==> src/jbvm_pkg.sv <==
// Shared constants, register map and types of the JTAG bit/vector master
package jbvm_pkg;

  localparam int          JBVM_DATA_W     = 32;
  localparam int          JBVM_ADDR_W     = 8;
  localparam int          JBVM_VEC_W      = 32;
  localparam int          JBVM_LEN_W      = 16;
  localparam int          JBVM_DIV_W      = 16;
  localparam int          JBVM_FIFO_DEPTH = 16;
  localparam int          JBVM_CNT_W      = 5;

  localparam logic [7:0]  JBVM_OFF_CTRL   = 8'h00;
  localparam logic [7:0]  JBVM_OFF_BITS   = 8'h04;
  localparam logic [7:0]  JBVM_OFF_TMS    = 8'h08;
  localparam logic [7:0]  JBVM_OFF_TDI    = 8'h0C;
  localparam logic [7:0]  JBVM_OFF_LEN    = 8'h10;
  localparam logic [7:0]  JBVM_OFF_DIV    = 8'h14;
  localparam logic [7:0]  JBVM_OFF_CMD    = 8'h18;
  localparam logic [7:0]  JBVM_OFF_TDO    = 8'h1C;
  localparam logic [7:0]  JBVM_OFF_FIFO   = 8'h20;

  // Control register fields
  localparam int          JBVM_CTRL_BIT_EN = 0;
  localparam int          JBVM_CTRL_VEC_EN = 1;
  // Bit-mode line fields; tdo is read only
  localparam int          JBVM_BITS_TCK   = 0;
  localparam int          JBVM_BITS_TMS   = 1;
  localparam int          JBVM_BITS_TDI   = 2;
  localparam int          JBVM_BITS_TDO   = 3;
  // Command / status fields
  localparam int          JBVM_CMD_SHIFT  = 0;
  localparam int          JBVM_CMD_GET    = 1;
  localparam int          JBVM_STAT_LSB   = 0;
  localparam int          JBVM_STAT_VALID = 2;
  localparam int          JBVM_STAT_CNT   = 8;

  localparam logic [1:0]  JBVM_STAT_IDLE  = 2'h1;
  localparam logic [1:0]  JBVM_STAT_BUSY  = 2'h2;
  localparam logic [1:0]  JBVM_STAT_WAIT  = 2'h3;

  localparam logic [JBVM_LEN_W-1:0] JBVM_LEN_RST = 16'h0000;
  localparam logic [JBVM_DIV_W-1:0] JBVM_DIV_RST = 16'h0000;

  typedef enum logic [3:0] {
    JBVM_IDLE = 4'b0001,
    JBVM_LOW  = 4'b0010,
    JBVM_HIGH = 4'b0100,
    JBVM_PUSH = 4'b1000
  } jbvm_state_t;

  typedef struct packed {
    logic tck;
    logic tms;
    logic tdi;
  } jbvm_jtag_t;

  typedef struct packed {
    logic                   bit_mode_enable;
    logic                   vector_mode_enable;
    jbvm_jtag_t             bit_mode_line_bits;
    logic [JBVM_VEC_W-1:0]  vector_tms_word;
    logic [JBVM_VEC_W-1:0]  vector_tdi_word;
    logic [JBVM_LEN_W-1:0]  vector_transfer_length;
    logic [JBVM_DIV_W-1:0]  vector_tck_divider;
    jbvm_state_t            state;
    logic [JBVM_VEC_W-1:0]  tms_shift;
    logic [JBVM_VEC_W-1:0]  tdi_shift;
    logic [JBVM_LEN_W-1:0]  remain;
    logic [JBVM_DIV_W-1:0]  half_cnt;
    logic [JBVM_VEC_W-1:0]  vector_tdo_word;
    jbvm_jtag_t             jtag_out;
    logic [JBVM_DATA_W-1:0] rdata;
  } jbvm_regs_t;

endpackage

==> src/jbvm_master.sv <==
// JTAG bit/vector master: register port, TCK sequencer and TDO capture
//
// Overview of operation
// RQ1: Two ways to drive the JTAG lines: per-line bit mode and vector mode.
// RQ2: Bit mode: software sets TCK, TMS, TDI and reads TDO independently.
// RQ3: With bit-mode enable at 1, line outputs follow the written line bits.
// RQ4: Software makes each TCK high and low phase by separate writes.
// RQ5: Vector mode puts bit n of TMS and TDI words out in one TCK cycle.
// RQ6: Bit 0 of both vectors appears first, higher bits in later cycles.
// RQ7: A request yields exactly the programmed count of 50% duty TCK cycles.
// RQ8: Vector TCK rate comes from the clock via a programmable divider.
// RQ9: Requests accepted only with vector enable 1 and status idle (01).
// RQ10: Requests arriving while busy are dropped, never queued.
// RQ11: Transfer length is not checked against vector width.
// RQ12: Software programs length to match vectors or TDO bits wanted.
// RQ13: TMS and TDI change right after each TCK falling edge.
// RQ14: Cycles beyond the defined vector data shift out zero bits.
// RQ15: TDO is sampled at every TCK rising edge for shift and get.
// RQ16: Each captured TDO bit shows in the TDO word at once.
// RQ17: TDO word bit 0 holds the newest capture, older bits higher up.
// RQ18: When done, TCK parks low and status returns to idle.
`timescale 1ns/10ps
module jbvm_master
  import jbvm_pkg::*;
#(
  parameter int FIFO_DEPTH = jbvm_pkg::JBVM_FIFO_DEPTH
) (
  input  wire logic                             ref_clk, // 200 MHz clock
  input  wire logic                             rst_n,   // Async reset
  input  wire logic [jbvm_pkg::JBVM_ADDR_W-1:0] addr,    // Byte address
  input  wire logic [jbvm_pkg::JBVM_DATA_W-1:0] wdata,   // Write data
  input  wire logic                             wr,      // Write strobe
  input  wire logic                             rd,      // Read strobe
  output logic      [jbvm_pkg::JBVM_DATA_W-1:0] rdata,   // Read data, +1 cyc
  output logic                                  tck,     // JTAG clock out
  output logic                                  tms,     // JTAG mode out
  output logic                                  tdi,     // JTAG data out
  input  wire logic                             tdo      // JTAG data in
);

  import jbvm_pkg::*;

  jbvm_regs_t                  cur;
  jbvm_regs_t                  next_cur;

  logic                        fifo_in_valid;
  logic                        fifo_in_ready;
  logic                        fifo_out_valid;
  logic                        fifo_out_ready;
  logic [JBVM_VEC_W-1:0]       fifo_out_data;
  logic [JBVM_CNT_W-1:0]       fifo_level;

  logic                        wr_ctrl;
  logic                        wr_bits;
  logic                        wr_cmd;
  logic                        shift_req;
  logic                        get_req;
  logic                        accept;
  logic                        half_done;
  logic [1:0]                  status;
  jbvm_jtag_t                  vec_lines;

  // Finished TDO words queue here; a full queue holds the sequencer back
  jbvm_fifo #(
    .WIDTH (JBVM_VEC_W),
    .DEPTH (FIFO_DEPTH),
    .CNT_W (JBVM_CNT_W)
  ) u_fifo (
    .ref_clk   (ref_clk),
    .rst_n     (rst_n),
    .in_valid  (fifo_in_valid),
    .in_ready  (fifo_in_ready),
    .in_data   (cur.vector_tdo_word),
    .out_valid (fifo_out_valid),
    .out_ready (fifo_out_ready),
    .out_data  (fifo_out_data),
    .level     (fifo_level)
  );

  // Queue is fed from the push state; a read of its port pops the head
  assign fifo_in_valid  = (cur.state == JBVM_PUSH);
  assign fifo_out_ready = rd && (addr == JBVM_OFF_FIFO);

  assign wr_ctrl   = wr && (addr == JBVM_OFF_CTRL);
  assign wr_bits   = wr && (addr == JBVM_OFF_BITS);
  assign wr_cmd    = wr && (addr == JBVM_OFF_CMD);
  assign shift_req = wr_cmd && wdata[JBVM_CMD_SHIFT];
  assign get_req   = wr_cmd && wdata[JBVM_CMD_GET];

  // Shift wins when software sets both request bits in one write
  assign accept = (shift_req || get_req)
                  && cur.vector_mode_enable
                  && (cur.state == JBVM_IDLE); // see RQ9, see RQ10

  // Both TCK halves last divider+1 clocks, giving an even duty cycle
  // Divider is read live: a rewrite mid-run bends the tck period
  assign half_done = (cur.half_cnt == cur.vector_tck_divider); // see RQ8

  // Waiting to queue counts as not idle, so requests are refused then
  always_comb
  begin
    status = JBVM_STAT_IDLE;
    case (cur.state)
      JBVM_IDLE: status = JBVM_STAT_IDLE;
      JBVM_LOW:  status = JBVM_STAT_BUSY;
      JBVM_HIGH: status = JBVM_STAT_BUSY;
      JBVM_PUSH: status = JBVM_STAT_WAIT;
      default:   status = JBVM_STAT_BUSY;
    endcase
  end

  always_comb
  begin
    next_cur = cur;

    // Register writes
    // Vectors and length are copied at accept, so rewrites are safe mid-run
    if (wr_ctrl)
    begin
      next_cur.bit_mode_enable    = wdata[JBVM_CTRL_BIT_EN];
      next_cur.vector_mode_enable = wdata[JBVM_CTRL_VEC_EN];
    end
    if (wr_bits)
    begin
      // Each line stored on its own; software toggles tck itself
      next_cur.bit_mode_line_bits.tck = wdata[JBVM_BITS_TCK]; // see RQ2
      next_cur.bit_mode_line_bits.tms = wdata[JBVM_BITS_TMS]; // see RQ2
      next_cur.bit_mode_line_bits.tdi = wdata[JBVM_BITS_TDI]; // see RQ2
    end
    if (wr && (addr == JBVM_OFF_TMS))
    begin
      next_cur.vector_tms_word = wdata[JBVM_VEC_W-1:0];
    end
    if (wr && (addr == JBVM_OFF_TDI))
    begin
      next_cur.vector_tdi_word = wdata[JBVM_VEC_W-1:0];
    end
    if (wr && (addr == JBVM_OFF_LEN))
    begin
      next_cur.vector_transfer_length = wdata[JBVM_LEN_W-1:0];
    end
    if (wr && (addr == JBVM_OFF_DIV))
    begin
      next_cur.vector_tck_divider = wdata[JBVM_DIV_W-1:0];
    end

    // Vector sequencer
    case (cur.state)
      JBVM_IDLE:
      begin
        if (accept)
        begin
          // Get requests hold tms and tdi low for the whole transfer
          next_cur.tms_shift = shift_req ? cur.vector_tms_word : '0;
          next_cur.tdi_shift = shift_req ? cur.vector_tdi_word : '0;
          // Length taken as is, even beyond the vector width
          next_cur.remain   = cur.vector_transfer_length; // see RQ11
          next_cur.half_cnt = '0;
          if (cur.vector_transfer_length == '0)
          begin
            next_cur.state = JBVM_PUSH; // see RQ7
          end
          else
          begin
            next_cur.state = JBVM_LOW;
          end
        end
      end
      JBVM_LOW:
      begin
        if (half_done)
        begin
          next_cur.half_cnt = '0;
          next_cur.state    = JBVM_HIGH;
          // Newest bit enters at bit 0, visible straight away
          next_cur.vector_tdo_word =
            {cur.vector_tdo_word[JBVM_VEC_W-2:0], tdo}; // see RQ15, see RQ17
        end
        else
        begin
          next_cur.half_cnt = cur.half_cnt + 1'b1;
        end
      end
      JBVM_HIGH:
      begin
        if (half_done)
        begin
          next_cur.half_cnt = '0;
          next_cur.remain   = cur.remain - 1'b1;
          // Next bit moves down on the falling edge; zeros fill from the top
          next_cur.tms_shift = {1'b0, cur.tms_shift[JBVM_VEC_W-1:1]};
          next_cur.tdi_shift = {1'b0, cur.tdi_shift[JBVM_VEC_W-1:1]};
          if (cur.remain == JBVM_LEN_W'(1))
          begin
            next_cur.state = JBVM_PUSH; // see RQ7, see RQ18
          end
          else
          begin
            next_cur.state = JBVM_LOW; // see RQ13, see RQ14
          end
        end
        else
        begin
          next_cur.half_cnt = cur.half_cnt + 1'b1;
        end
      end
      JBVM_PUSH:
      begin
        // Waits here while the TDO queue is full, tck parked low
        if (fifo_in_ready)
        begin
          next_cur.state = JBVM_IDLE; // see RQ18
        end
      end
      default:
      begin
        next_cur.state = JBVM_IDLE;
      end
    endcase

    // Dropping vector enable aborts a running transfer
    if (!cur.vector_mode_enable && (cur.state != JBVM_IDLE))
    begin
      next_cur.state    = JBVM_IDLE;
      next_cur.half_cnt = '0;
    end

    // Line drive: bit mode first, then vector mode, otherwise all low
    vec_lines = '0;
    if ((next_cur.state == JBVM_LOW) || (next_cur.state == JBVM_HIGH))
    begin
      vec_lines.tck = (next_cur.state == JBVM_HIGH); // see RQ7
      vec_lines.tms = next_cur.tms_shift[0]; // see RQ5, see RQ6
      vec_lines.tdi = next_cur.tdi_shift[0]; // see RQ5, see RQ6
    end
    if (next_cur.bit_mode_enable)
    begin
      next_cur.jtag_out = next_cur.bit_mode_line_bits; // see RQ1, see RQ3
    end
    else if (next_cur.vector_mode_enable)
    begin
      next_cur.jtag_out = vec_lines; // see RQ1
    end
    else
    begin
      next_cur.jtag_out = '0;
    end

    // Read answer, registered for the next cycle; unmapped reads give zero
    next_cur.rdata = '0;
    if (rd)
    begin
      case (addr)
        JBVM_OFF_CTRL:
        begin
          next_cur.rdata[JBVM_CTRL_BIT_EN] = cur.bit_mode_enable;
          next_cur.rdata[JBVM_CTRL_VEC_EN] = cur.vector_mode_enable;
        end
        JBVM_OFF_BITS:
        begin
          next_cur.rdata[JBVM_BITS_TCK] = cur.bit_mode_line_bits.tck;
          next_cur.rdata[JBVM_BITS_TMS] = cur.bit_mode_line_bits.tms;
          next_cur.rdata[JBVM_BITS_TDI] = cur.bit_mode_line_bits.tdi;
          next_cur.rdata[JBVM_BITS_TDO] = tdo; // see RQ2
        end
        JBVM_OFF_TMS:
        begin
          next_cur.rdata[JBVM_VEC_W-1:0] = cur.vector_tms_word;
        end
        JBVM_OFF_TDI:
        begin
          next_cur.rdata[JBVM_VEC_W-1:0] = cur.vector_tdi_word;
        end
        JBVM_OFF_LEN:
        begin
          next_cur.rdata[JBVM_LEN_W-1:0] = cur.vector_transfer_length;
        end
        JBVM_OFF_DIV:
        begin
          next_cur.rdata[JBVM_DIV_W-1:0] = cur.vector_tck_divider;
        end
        JBVM_OFF_CMD:
        begin
          next_cur.rdata[JBVM_STAT_LSB +: 2] = status; // see RQ9
          next_cur.rdata[JBVM_STAT_VALID]    = fifo_out_valid;
          next_cur.rdata[JBVM_STAT_CNT +: JBVM_CNT_W] = fifo_level;
        end
        JBVM_OFF_TDO:
        begin
          next_cur.rdata[JBVM_VEC_W-1:0] = cur.vector_tdo_word; // see RQ16
        end
        JBVM_OFF_FIFO:
        begin
          // Reading pops the head word; an empty queue reads zero
          if (fifo_out_valid)
          begin
            next_cur.rdata[JBVM_VEC_W-1:0] = fifo_out_data;
          end
        end
        default:
        begin
          next_cur.rdata = '0;
        end
      endcase
    end
  end

  // Reset parks all lines low so the target sees no stray tck edge
  always_ff @(posedge ref_clk or negedge rst_n)
  begin
    if (!rst_n)
    begin
      cur.bit_mode_enable        <= 1'b0;
      cur.vector_mode_enable     <= 1'b0;
      cur.bit_mode_line_bits     <= '0;
      cur.vector_tms_word        <= '0;
      cur.vector_tdi_word        <= '0;
      cur.vector_transfer_length <= JBVM_LEN_RST;
      cur.vector_tck_divider     <= JBVM_DIV_RST;
      cur.state                  <= JBVM_IDLE;
      cur.tms_shift              <= '0;
      cur.tdi_shift              <= '0;
      cur.remain                 <= '0;
      cur.half_cnt               <= '0;
      cur.vector_tdo_word        <= '0;
      cur.jtag_out               <= '0;
      cur.rdata                  <= '0;
    end
    else
    begin
      cur <= next_cur;
    end
  end

  // Pins come straight from the state flops, no logic after them
  assign rdata = cur.rdata;
  assign tck   = cur.jtag_out.tck;
  assign tms   = cur.jtag_out.tms;
  assign tdi   = cur.jtag_out.tdi;

endmodule

==> src/jbvm_fifo.sv <==
// Small synchronous FIFO holding finished TDO words
`timescale 1ns/10ps
module jbvm_fifo #(
  parameter int WIDTH = 32,
  parameter int DEPTH = 16,
  parameter int CNT_W = 5
) (
  input  wire logic             ref_clk,   // System clock
  input  wire logic             rst_n,     // Asynchronous reset, active low
  input  wire logic             in_valid,  // Word offered
  output logic                  in_ready,  // Room for a word
  input  wire logic [WIDTH-1:0] in_data,   // Word to store
  output logic                  out_valid, // Head word present
  input  wire logic             out_ready, // Head word taken
  output logic      [WIDTH-1:0] out_data,  // Head word
  output logic      [CNT_W-1:0] level      // Words stored
);

  localparam int PTR_W = (DEPTH > 1) ? $clog2(DEPTH) : 1;

  logic [WIDTH-1:0] mem [DEPTH];
  logic [PTR_W-1:0] wr_ptr;
  logic [PTR_W-1:0] rd_ptr;
  logic             push;
  logic             pop;

  assign in_ready  = (level != CNT_W'(DEPTH));
  assign out_valid = (level != '0);
  assign out_data  = mem[rd_ptr];
  assign push      = in_valid && in_ready;
  assign pop       = out_valid && out_ready;

  // Pointers wrap explicitly so any depth works, not only powers of two
  always_ff @(posedge ref_clk or negedge rst_n)
  begin
    if (!rst_n)
    begin
      wr_ptr <= '0;
      rd_ptr <= '0;
      level  <= '0;
    end
    else
    begin
      if (push)
      begin
        mem[wr_ptr] <= in_data;
        wr_ptr <= (wr_ptr == PTR_W'(DEPTH - 1)) ? '0 : wr_ptr + 1'b1;
      end
      if (pop)
      begin
        rd_ptr <= (rd_ptr == PTR_W'(DEPTH - 1)) ? '0 : rd_ptr + 1'b1;
      end
      if (push && !pop)
      begin
        level <= level + 1'b1;
      end
      else if (pop && !push)
      begin
        level <= level - 1'b1;
      end
    end
  end

endmodule

==> config.mk <==
export PLATFORM = sky130hd
export DESIGN_NAME = jbvm_master
export DESIGN_NICKNAME = d
export VERILOG_FILES = /design/src/jbvm_pkg.sv /design/src/jbvm_master.sv /design/src/jbvm_fifo.sv
export SDC_FILE = /design/constraint.sdc
export NUM_CORES = 1
export LEC_CHECK = 0
export ABC_CLOCK_PERIOD_IN_PS = 10000
export BUFFER_PORTS_ARGS = -buffer_cell sky130_fd_sc_hd__buf_2
export CAP_MARGIN = 20
export CORE_ASPECT_RATIO = 1.2
export CORE_MARGIN = 10
export CORE_UTILIZATION = 55
export CTS_CLUSTER_DIAMETER = 60
export CTS_CLUSTER_SIZE = 8
export DETAILED_ROUTE_END_ITERATION = 10
export HOLD_SLACK_MARGIN = 0.1
export PLACE_DENSITY = 0.72
export SLEW_MARGIN = 10
export SYNTH_ARGS = -nofsm -noshare
export SYNTH_HDL_FRONTEND = slang
export SYNTH_SLANG_ARGS = --single-unit
==> constraint.sdc <==
create_clock -name ref_clk -period 10 [get_ports ref_clk]
set_input_delay 2 -clock ref_clk [delete_from_list [all_inputs] [get_ports ref_clk]]
set_output_delay 2 -clock ref_clk [all_outputs]
set_load 0.02 [all_outputs]
# ---- Word level (Yosys, flattened, before mapping)
# Memories as Yosys holds them, arrays and structs flattened.
# Cells that the tools add are included.
dict set report totals {
  reg_bits 281
  latchBits 0
  ramBits 512
  rom_bits 0
  input_bits 45
  out_inout_bits 35
  elab_cells 122
  mem_count 1
}
# memory words word_bits rd rd_clocked_by_memory_dff write_ports line_no
set mem_list {}
lappend mem_list {u_fifo.mem 16 32 1 0 1 jbvm_fifo.sv:21} ;# logic [WIDTH-1:0] mem [DEPTH];
dict set report classes {
  n_addsub 6
  multipliers 0
  div 0
  n_lt_le_gt_ge 0
  n_eq_ne 23
  shift 0
  muxes 35
  bitwise_logic 0
  reduce_logical 33
}
# op n
set ops {}
lappend ops {{one-hot mux 80 bit (2 select lines)} 1}
lappend ops {{two-way mux 32 bit} 4}
lappend ops {{two-way mux 100 bit} 1}
lappend ops {{two-way mux 84 bit} 1}
lappend ops {{one-hot mux 16 bit (4 select lines)} 1}
lappend ops {{one-hot mux 5 bit (7 select lines)} 1}
lappend ops {{equality test 8 x 5 -> 1 bit (second input constant)} 4}
lappend ops {{two-way mux 16 bit} 2}
lappend ops {{one-hot mux 16 bit (2 select lines)} 1}
lappend ops {{two-way mux 4 bit} 7}
lappend ops {{one-hot mux 4 bit (6 select lines)} 1}
lappend ops {{logical AND 1 bit} 18}
lappend ops {{one-hot mux 2 bit (9 select lines)} 1}
lappend ops {{one-hot mux 3 bit (6 select lines)} 1}
lappend ops {{adder 16 x 1 -> 16 bit (second input constant)} 1}
lappend ops {{equality test 16 x 1 -> 1 bit (second input constant)} 1}
lappend ops {{equality test 16 bit} 1}
lappend ops {{equality test 8 x 4 -> 1 bit (second input constant)} 2}
lappend ops {{logical NOT 16 bit} 1}
lappend ops {{one-hot mux 4 bit (4 select lines)} 1}
lappend ops {{subtractor 16 x 1 -> 16 bit (second input constant)} 1}
lappend ops {{equality test 4 bit (second input constant)} 3}
lappend ops {{two-way mux 3 bit} 4}
lappend ops {{two-way mux 5 bit} 2}
lappend ops {{other kinds (26)} 36}

# ---- Depth between registers and ports, before layout
dict set report logic_depth {
  word_depth 14
  mapped_depth 12
  depth_no_buf 12
}

# ---- Hierarchy
# From an unflattened synthesis, not the netlist that was laid out.
dict set report unflattened {
  cells_unflattened 1923
  area_unflattened_um2 32287.2
}
# module n_inst cells_per_inst area_per_inst_um2 seq_area_each_um2
set modules_own_cells {}
lappend modules_own_cells {jbvm_fifo 1 889 20039.2 15700.1}
lappend modules_own_cells {jbvm_master 1 1034 12248.0 6707.7}

# ---- Worst setup path before layout
# Ideal clock, no wire load.
dict set report synth_timing {
  kind {input to register}
  from {input rst_n}
  to {memory u_fifo.mem[3][0] (enable)}
  setup_time_ps 502
  arrival_time_ps 5255
  t_required_ps 9498
  path_slack_ps 4244
  cell_stages 2
  path_buffers 0
  path_cell_list {nand2_1 > nor4_1}
}
dict set report synth_between {
  elab_chain_len 2
}
# element line_no
set synth_lines {}
lappend synth_lines {{start, declared} jbvm_master.sv:29} ;# input wire logic rst_n,
lappend synth_lines {{logical AND 1 bit (not written as such)} jbvm_fifo.sv:46} ;# mem[wr_ptr] <= in_data;
lappend synth_lines {{two-way mux 1 bit (not written as such)} jbvm_fifo.sv:46}
lappend synth_lines {{end, declared} jbvm_fifo.sv:21}
# Every way passes these cells.

# ---- Final worst setup path
dict set report layout_timing {
  from {input addr[2] (netlist bit)}
  to {register u_fifo.level[4]}
}
dict set report layout_between {
  elab_chain_len 6
  elab_cells_between_ends 8
  cone_classes {eq/ne (1); mux (1); reduce/logical (6)}
}
# element line_no
set layout_lines {}
lappend layout_lines {{start, declared} jbvm_master.sv:30} ;# input wire logic [jbvm_pkg::JBVM_ADDR_W-1:0] addr,
lappend layout_lines {{equality test 8 x 6 -> 1 bit *} jbvm_master.sv:82} ;# assign fifo_out_ready = rd && (addr == JBVM_OFF_FIFO);
lappend layout_lines {{logical AND 1 bit *} jbvm_master.sv:82}
lappend layout_lines {{logical AND 1 bit *} jbvm_fifo.sv:31} ;# assign pop = out_valid && out_ready;
lappend layout_lines {{logical NOT 1 bit} jbvm_fifo.sv:53} ;# if (push && !pop)
lappend layout_lines {{logical AND 1 bit} jbvm_fifo.sv:53}
lappend layout_lines {{two-way mux 5 bit / nonzero test 2 bit (equally long branches)} n/a}
lappend layout_lines {{end signal, assigned} jbvm_fifo.sv:55} ;# level <= level + 1'b1;
lappend layout_lines {{end signal, assigned} jbvm_fifo.sv:59} ;# level <= level - 1'b1;
lappend layout_lines {{end, declared} jbvm_fifo.sv:16} ;# output logic [CNT_W-1:0] level
# Every way passes the cells marked *; elsewhere a longest branch is shown, timed or not.
# A chain may end at the register's enable or synchronous reset.

==> impl_results.md <==
- Placed Area: between 0.03 and 0.04 mm2
- Mean Syn Cell Area: 16.6 um2
- Die width: 242 um
- Cell taking the most area after synthesis: edfxtp_1
- Fin crit share: roughly half
- Met3 usage: 3.85%
- Mapped Nets: around 2k
- Comb pwr share: under 10%
- Worst Reg-to-Reg Cells: 6
- Critical Path Start: addr[2]
- Main area contributors after synthesis: edfxtp_1 47%, dfrtp_1 22%, mux4_2 11%
- Core area: about 0.058 mm2
- VDD IR max: 0.139 mV
- CTS Sinks: 793
- Hold_ws: between 0.4 and 0.5 ns
- Top-area cell type share of the netlist area: 47.3%
- Root Buffer: clkbuf_16
- Layout Skew: 0.0198 ns
- Clk_lat worst skew: 0.67 ns
- Seq pwr share: 50.1%
- # port buffers: 79
- Clock slew seen by the registers of the worst setup and hold paths: 0.05 ns
- Met1 Use GR: 28.4%
- GR peak layer: met2
- Initial antenna violation count: 1
- CP max stage delay: 0.65 ns
- Clock Path Buffers: 3
- Worst reg2reg path endpoint: u_fifo.mem[4][19]$_DFFE_PP_
- Sw Share: 20.6%
- Status: complete, no violations
- Fraction of layout cells with a size suffix above 1: 26.9%
- Drt wl/cell: 27.6 um
- Storage cell area: 0.0224 mm2
- Antenna diodes: 0
- Count leader, synth: edfxtp_1
- CP required: 10.54 ns
- Hold Buf Count CTS: 0
- Relative slew slack: 27.9%
- Most used cell, CP: ha_1
- Slew Limit Fails: 0
- Synth cell types: 70
- Post-synthesis mux area share: 16.0%
- F_max: 206 MHz
- Synth Instances: 1952
- Setup Fix Bufs, Post-CTS: 0
- DIE HEIGHT: 286 um
- Crit-path max FO: 39
- Vias per inst: 6.40
- Leakage: ~14 nW
- Tot Pwr: 7.02 mW
- Post-synth EDFFs: around 500
- Critical path, cell by cell: buf_2, or4_1, nor3_4, buf_4, nand2_1, ha_1, inv_1, ha_1, a21o_1, a21oi_1, xnor2_1, nor2_1, xor2_1
- Worst Setup End Kind: register
- Slowest cell on the critical path: or4_1
- Post-Place Worst Slack: between 4 and 5 ns
- DR pass1 iterations: 7
- Post-CTS sizing: 0
- MaxCap Viol Count: 0
- Worst hold start: cur[154]$_DFFE_PN0P_
- NetSw: 1.44 mW
- Dpl cells: 2725
- Final Non-Filler Cells: 2922
- Final wirelength: between 80000 and 90000 um
- Number of synthesized register bits: 793
- Filler cells: 4152
- Crit path time final: approximately 4.8 ns
- Register area share after synthesis: a little under 70%
- Worst min path class: reg -> reg
- Global-route usage over all layers: 23.4%
- Reg2Reg Setup Slack: 5.72 ns
- Vias in the first global route: 19.5k
- CTS Buf Count: about 110
- Synth Area in XOR/XNOR: 0.809%
- Synthesized area: between 0.03 and 0.04 mm2
- Grt total ovfl: 0
- Area growth from synthesis to layout: 13.3%
- Top_reg_cell synth: edfxtp_1
- Largest net degree at the start of global routing: 157
- FP Rows: 97
- Remaining DRCs: 0
- RSZ-0062 raised after global routing: no
- CP Launch Type: primary input
- Ys async rst share: 35.4%
- Nets: 2103
- Share of power burned in the clock network: around half
- First-pass GRT wire length: 123000 um
- Post-Synth Simple-Gate Area: 5.63%
- WP data arrival: between 5 and 6 ns
- Hold Path Cell Cnt: 2
- Main combinational cell family by area after synthesis: multiplexers
- # setup viols final: 0
- Top-level I/O count: 80
- Synthesis warning total: 0
- Final Hold Violating Endpoints: 0
- Setup WS post-layout: 5.16 ns
- Post-synthesis compound-gate area fraction: 5.71%
- Power per standard cell area: 191 mW/mm2
- Total number of vias: 18.7k
- Worst-Margin Slew: 1.08 ns
- Setup CP Type: in -> reg
- Dpl hpwl: 47200 um
- Antenna Nets Post-Route: 0
- Most frequent cells after synthesis: 512 x edfxtp_1, 280 x dfrtp_1, 235 x nand2_1, 160 x mux4_2, 132 x mux2_2
- Worst Hold End: cur[154]$_DFFE_PN0P_
- Gpl congestion: 0.884
- Design Area, Final: 0.0368 mm2
- Final Util: 63.0%
- Initial core utilization: 55.6%
- Initial DRC count: 1790
- Htree depth: 3
- Reg-to-reg startpoint: cur[165]$_DFF_PN0_
- Adder-cell share of the synthesized area: 0.524%
- Area of the multi-input gates: about 0.0094 mm2
- Setup TNS: 0 ns
- Met2 GRT Util: around two fifths
- Full die area: slightly below 0.07 mm2
- Internal power: 5.57 mW
- TritonCTS clock tree: yes
worst max path at each step:
stage | to | slack [ns] | cells after the start
floorplan | u_fifo.mem[3][0]$_DFFE_PP_ | 4.24 | 2
global placement | u_fifo.level[4]$_DFFE_PN0P_ | 4.60 | 13
detailed placement | u_fifo.level[4]$_DFFE_PN0P_ | 4.54 | 13
CTS | u_fifo.level[4]$_DFFE_PN0P_ | 5.22 | 13
global route | u_fifo.level[4]$_DFFE_PN0P_ | 4.95 | 13
finish | u_fifo.level[4]$_DFFE_PN0P_ | 5.16 | 13
metal layers:
| layer | wire (um) | part of all wire, % |
|---|---|---|
| met1 | 29400 | 36 |
| met2 | 42600 | 53 |
| met3 | 5730 | 7.1 |
| met4 | 2880 | 3.6 |
| met5 | 0 | 0 |
worst max-delay path, delay by kind of cell:
family	cells	cell delay, ns
buffers and inverters	3	0.96
AO/OA/AOI/OAI	2	0.37
XOR/XNOR	2	0.30
adder cells (fa/ha/maj)	2	0.58
AND/OR/NAND/NOR	4	1.15
cells by family after synthesis:
kind of cell,count (synthesis)
XOR/XNOR,30
multiplexers,302
buffers and inverters,158
AO/OA/AOI/OAI,263
adder cells (fa/ha/maj),13
flip-flops,793
AND/OR/NAND/NOR,393
layout make-up:
class	count	area share, %
flip-flops and latches	793	60.9
multi-input cells	1001	25.6
clock buffers	188	8.27
well taps	792	2.69
repair buffers	122	2.10
clock inverters	8	0.302
inverters	18	0.183
layout by cell type (no fill, tap or decap), drive strengths merged, types with 5 or more instances in the layout:
cell type	n
and3	12
edfxtp	512
mux2i	9
buf	122
and2	6
a22oi	94
nor3	23
xor2	8
inv	19
o21ai	45
nor4	18
ha	12
o211ai	5
a32oi	6
a222oi	14
dfrtp	280
a31oi	30
nor2	35
xnor2	22
a22o	6
mux4	160
clkbuf	188
nand3	22
a21oi	22
nor2b	6
clkinv	7
nand2	235
o21bai	7
a21o	10
nand4	8
mux2	133
sequential cells by signal, summed over array words and instances (netlist names):
signal,cells
cur,233
rdata,32
tck,1
tdi,1
tms,1
u_fifo.level,5
u_fifo.mem,512
u_fifo.rd_ptr,4
u_fifo.wr_ptr,4
power by group through the flow:
stage	sequential, mW	combinational [mW]	clock, mW
after global placement	3.57	0.112	0
after global routing	3.51	0.126	3.57
after CTS	3.51	0.115	3.43
after floorplan	3.56	0.0552	0
after detailed placement	3.57	0.115	0
final	3.51	0.115	3.39
Power figures use the tool's default switching activity.
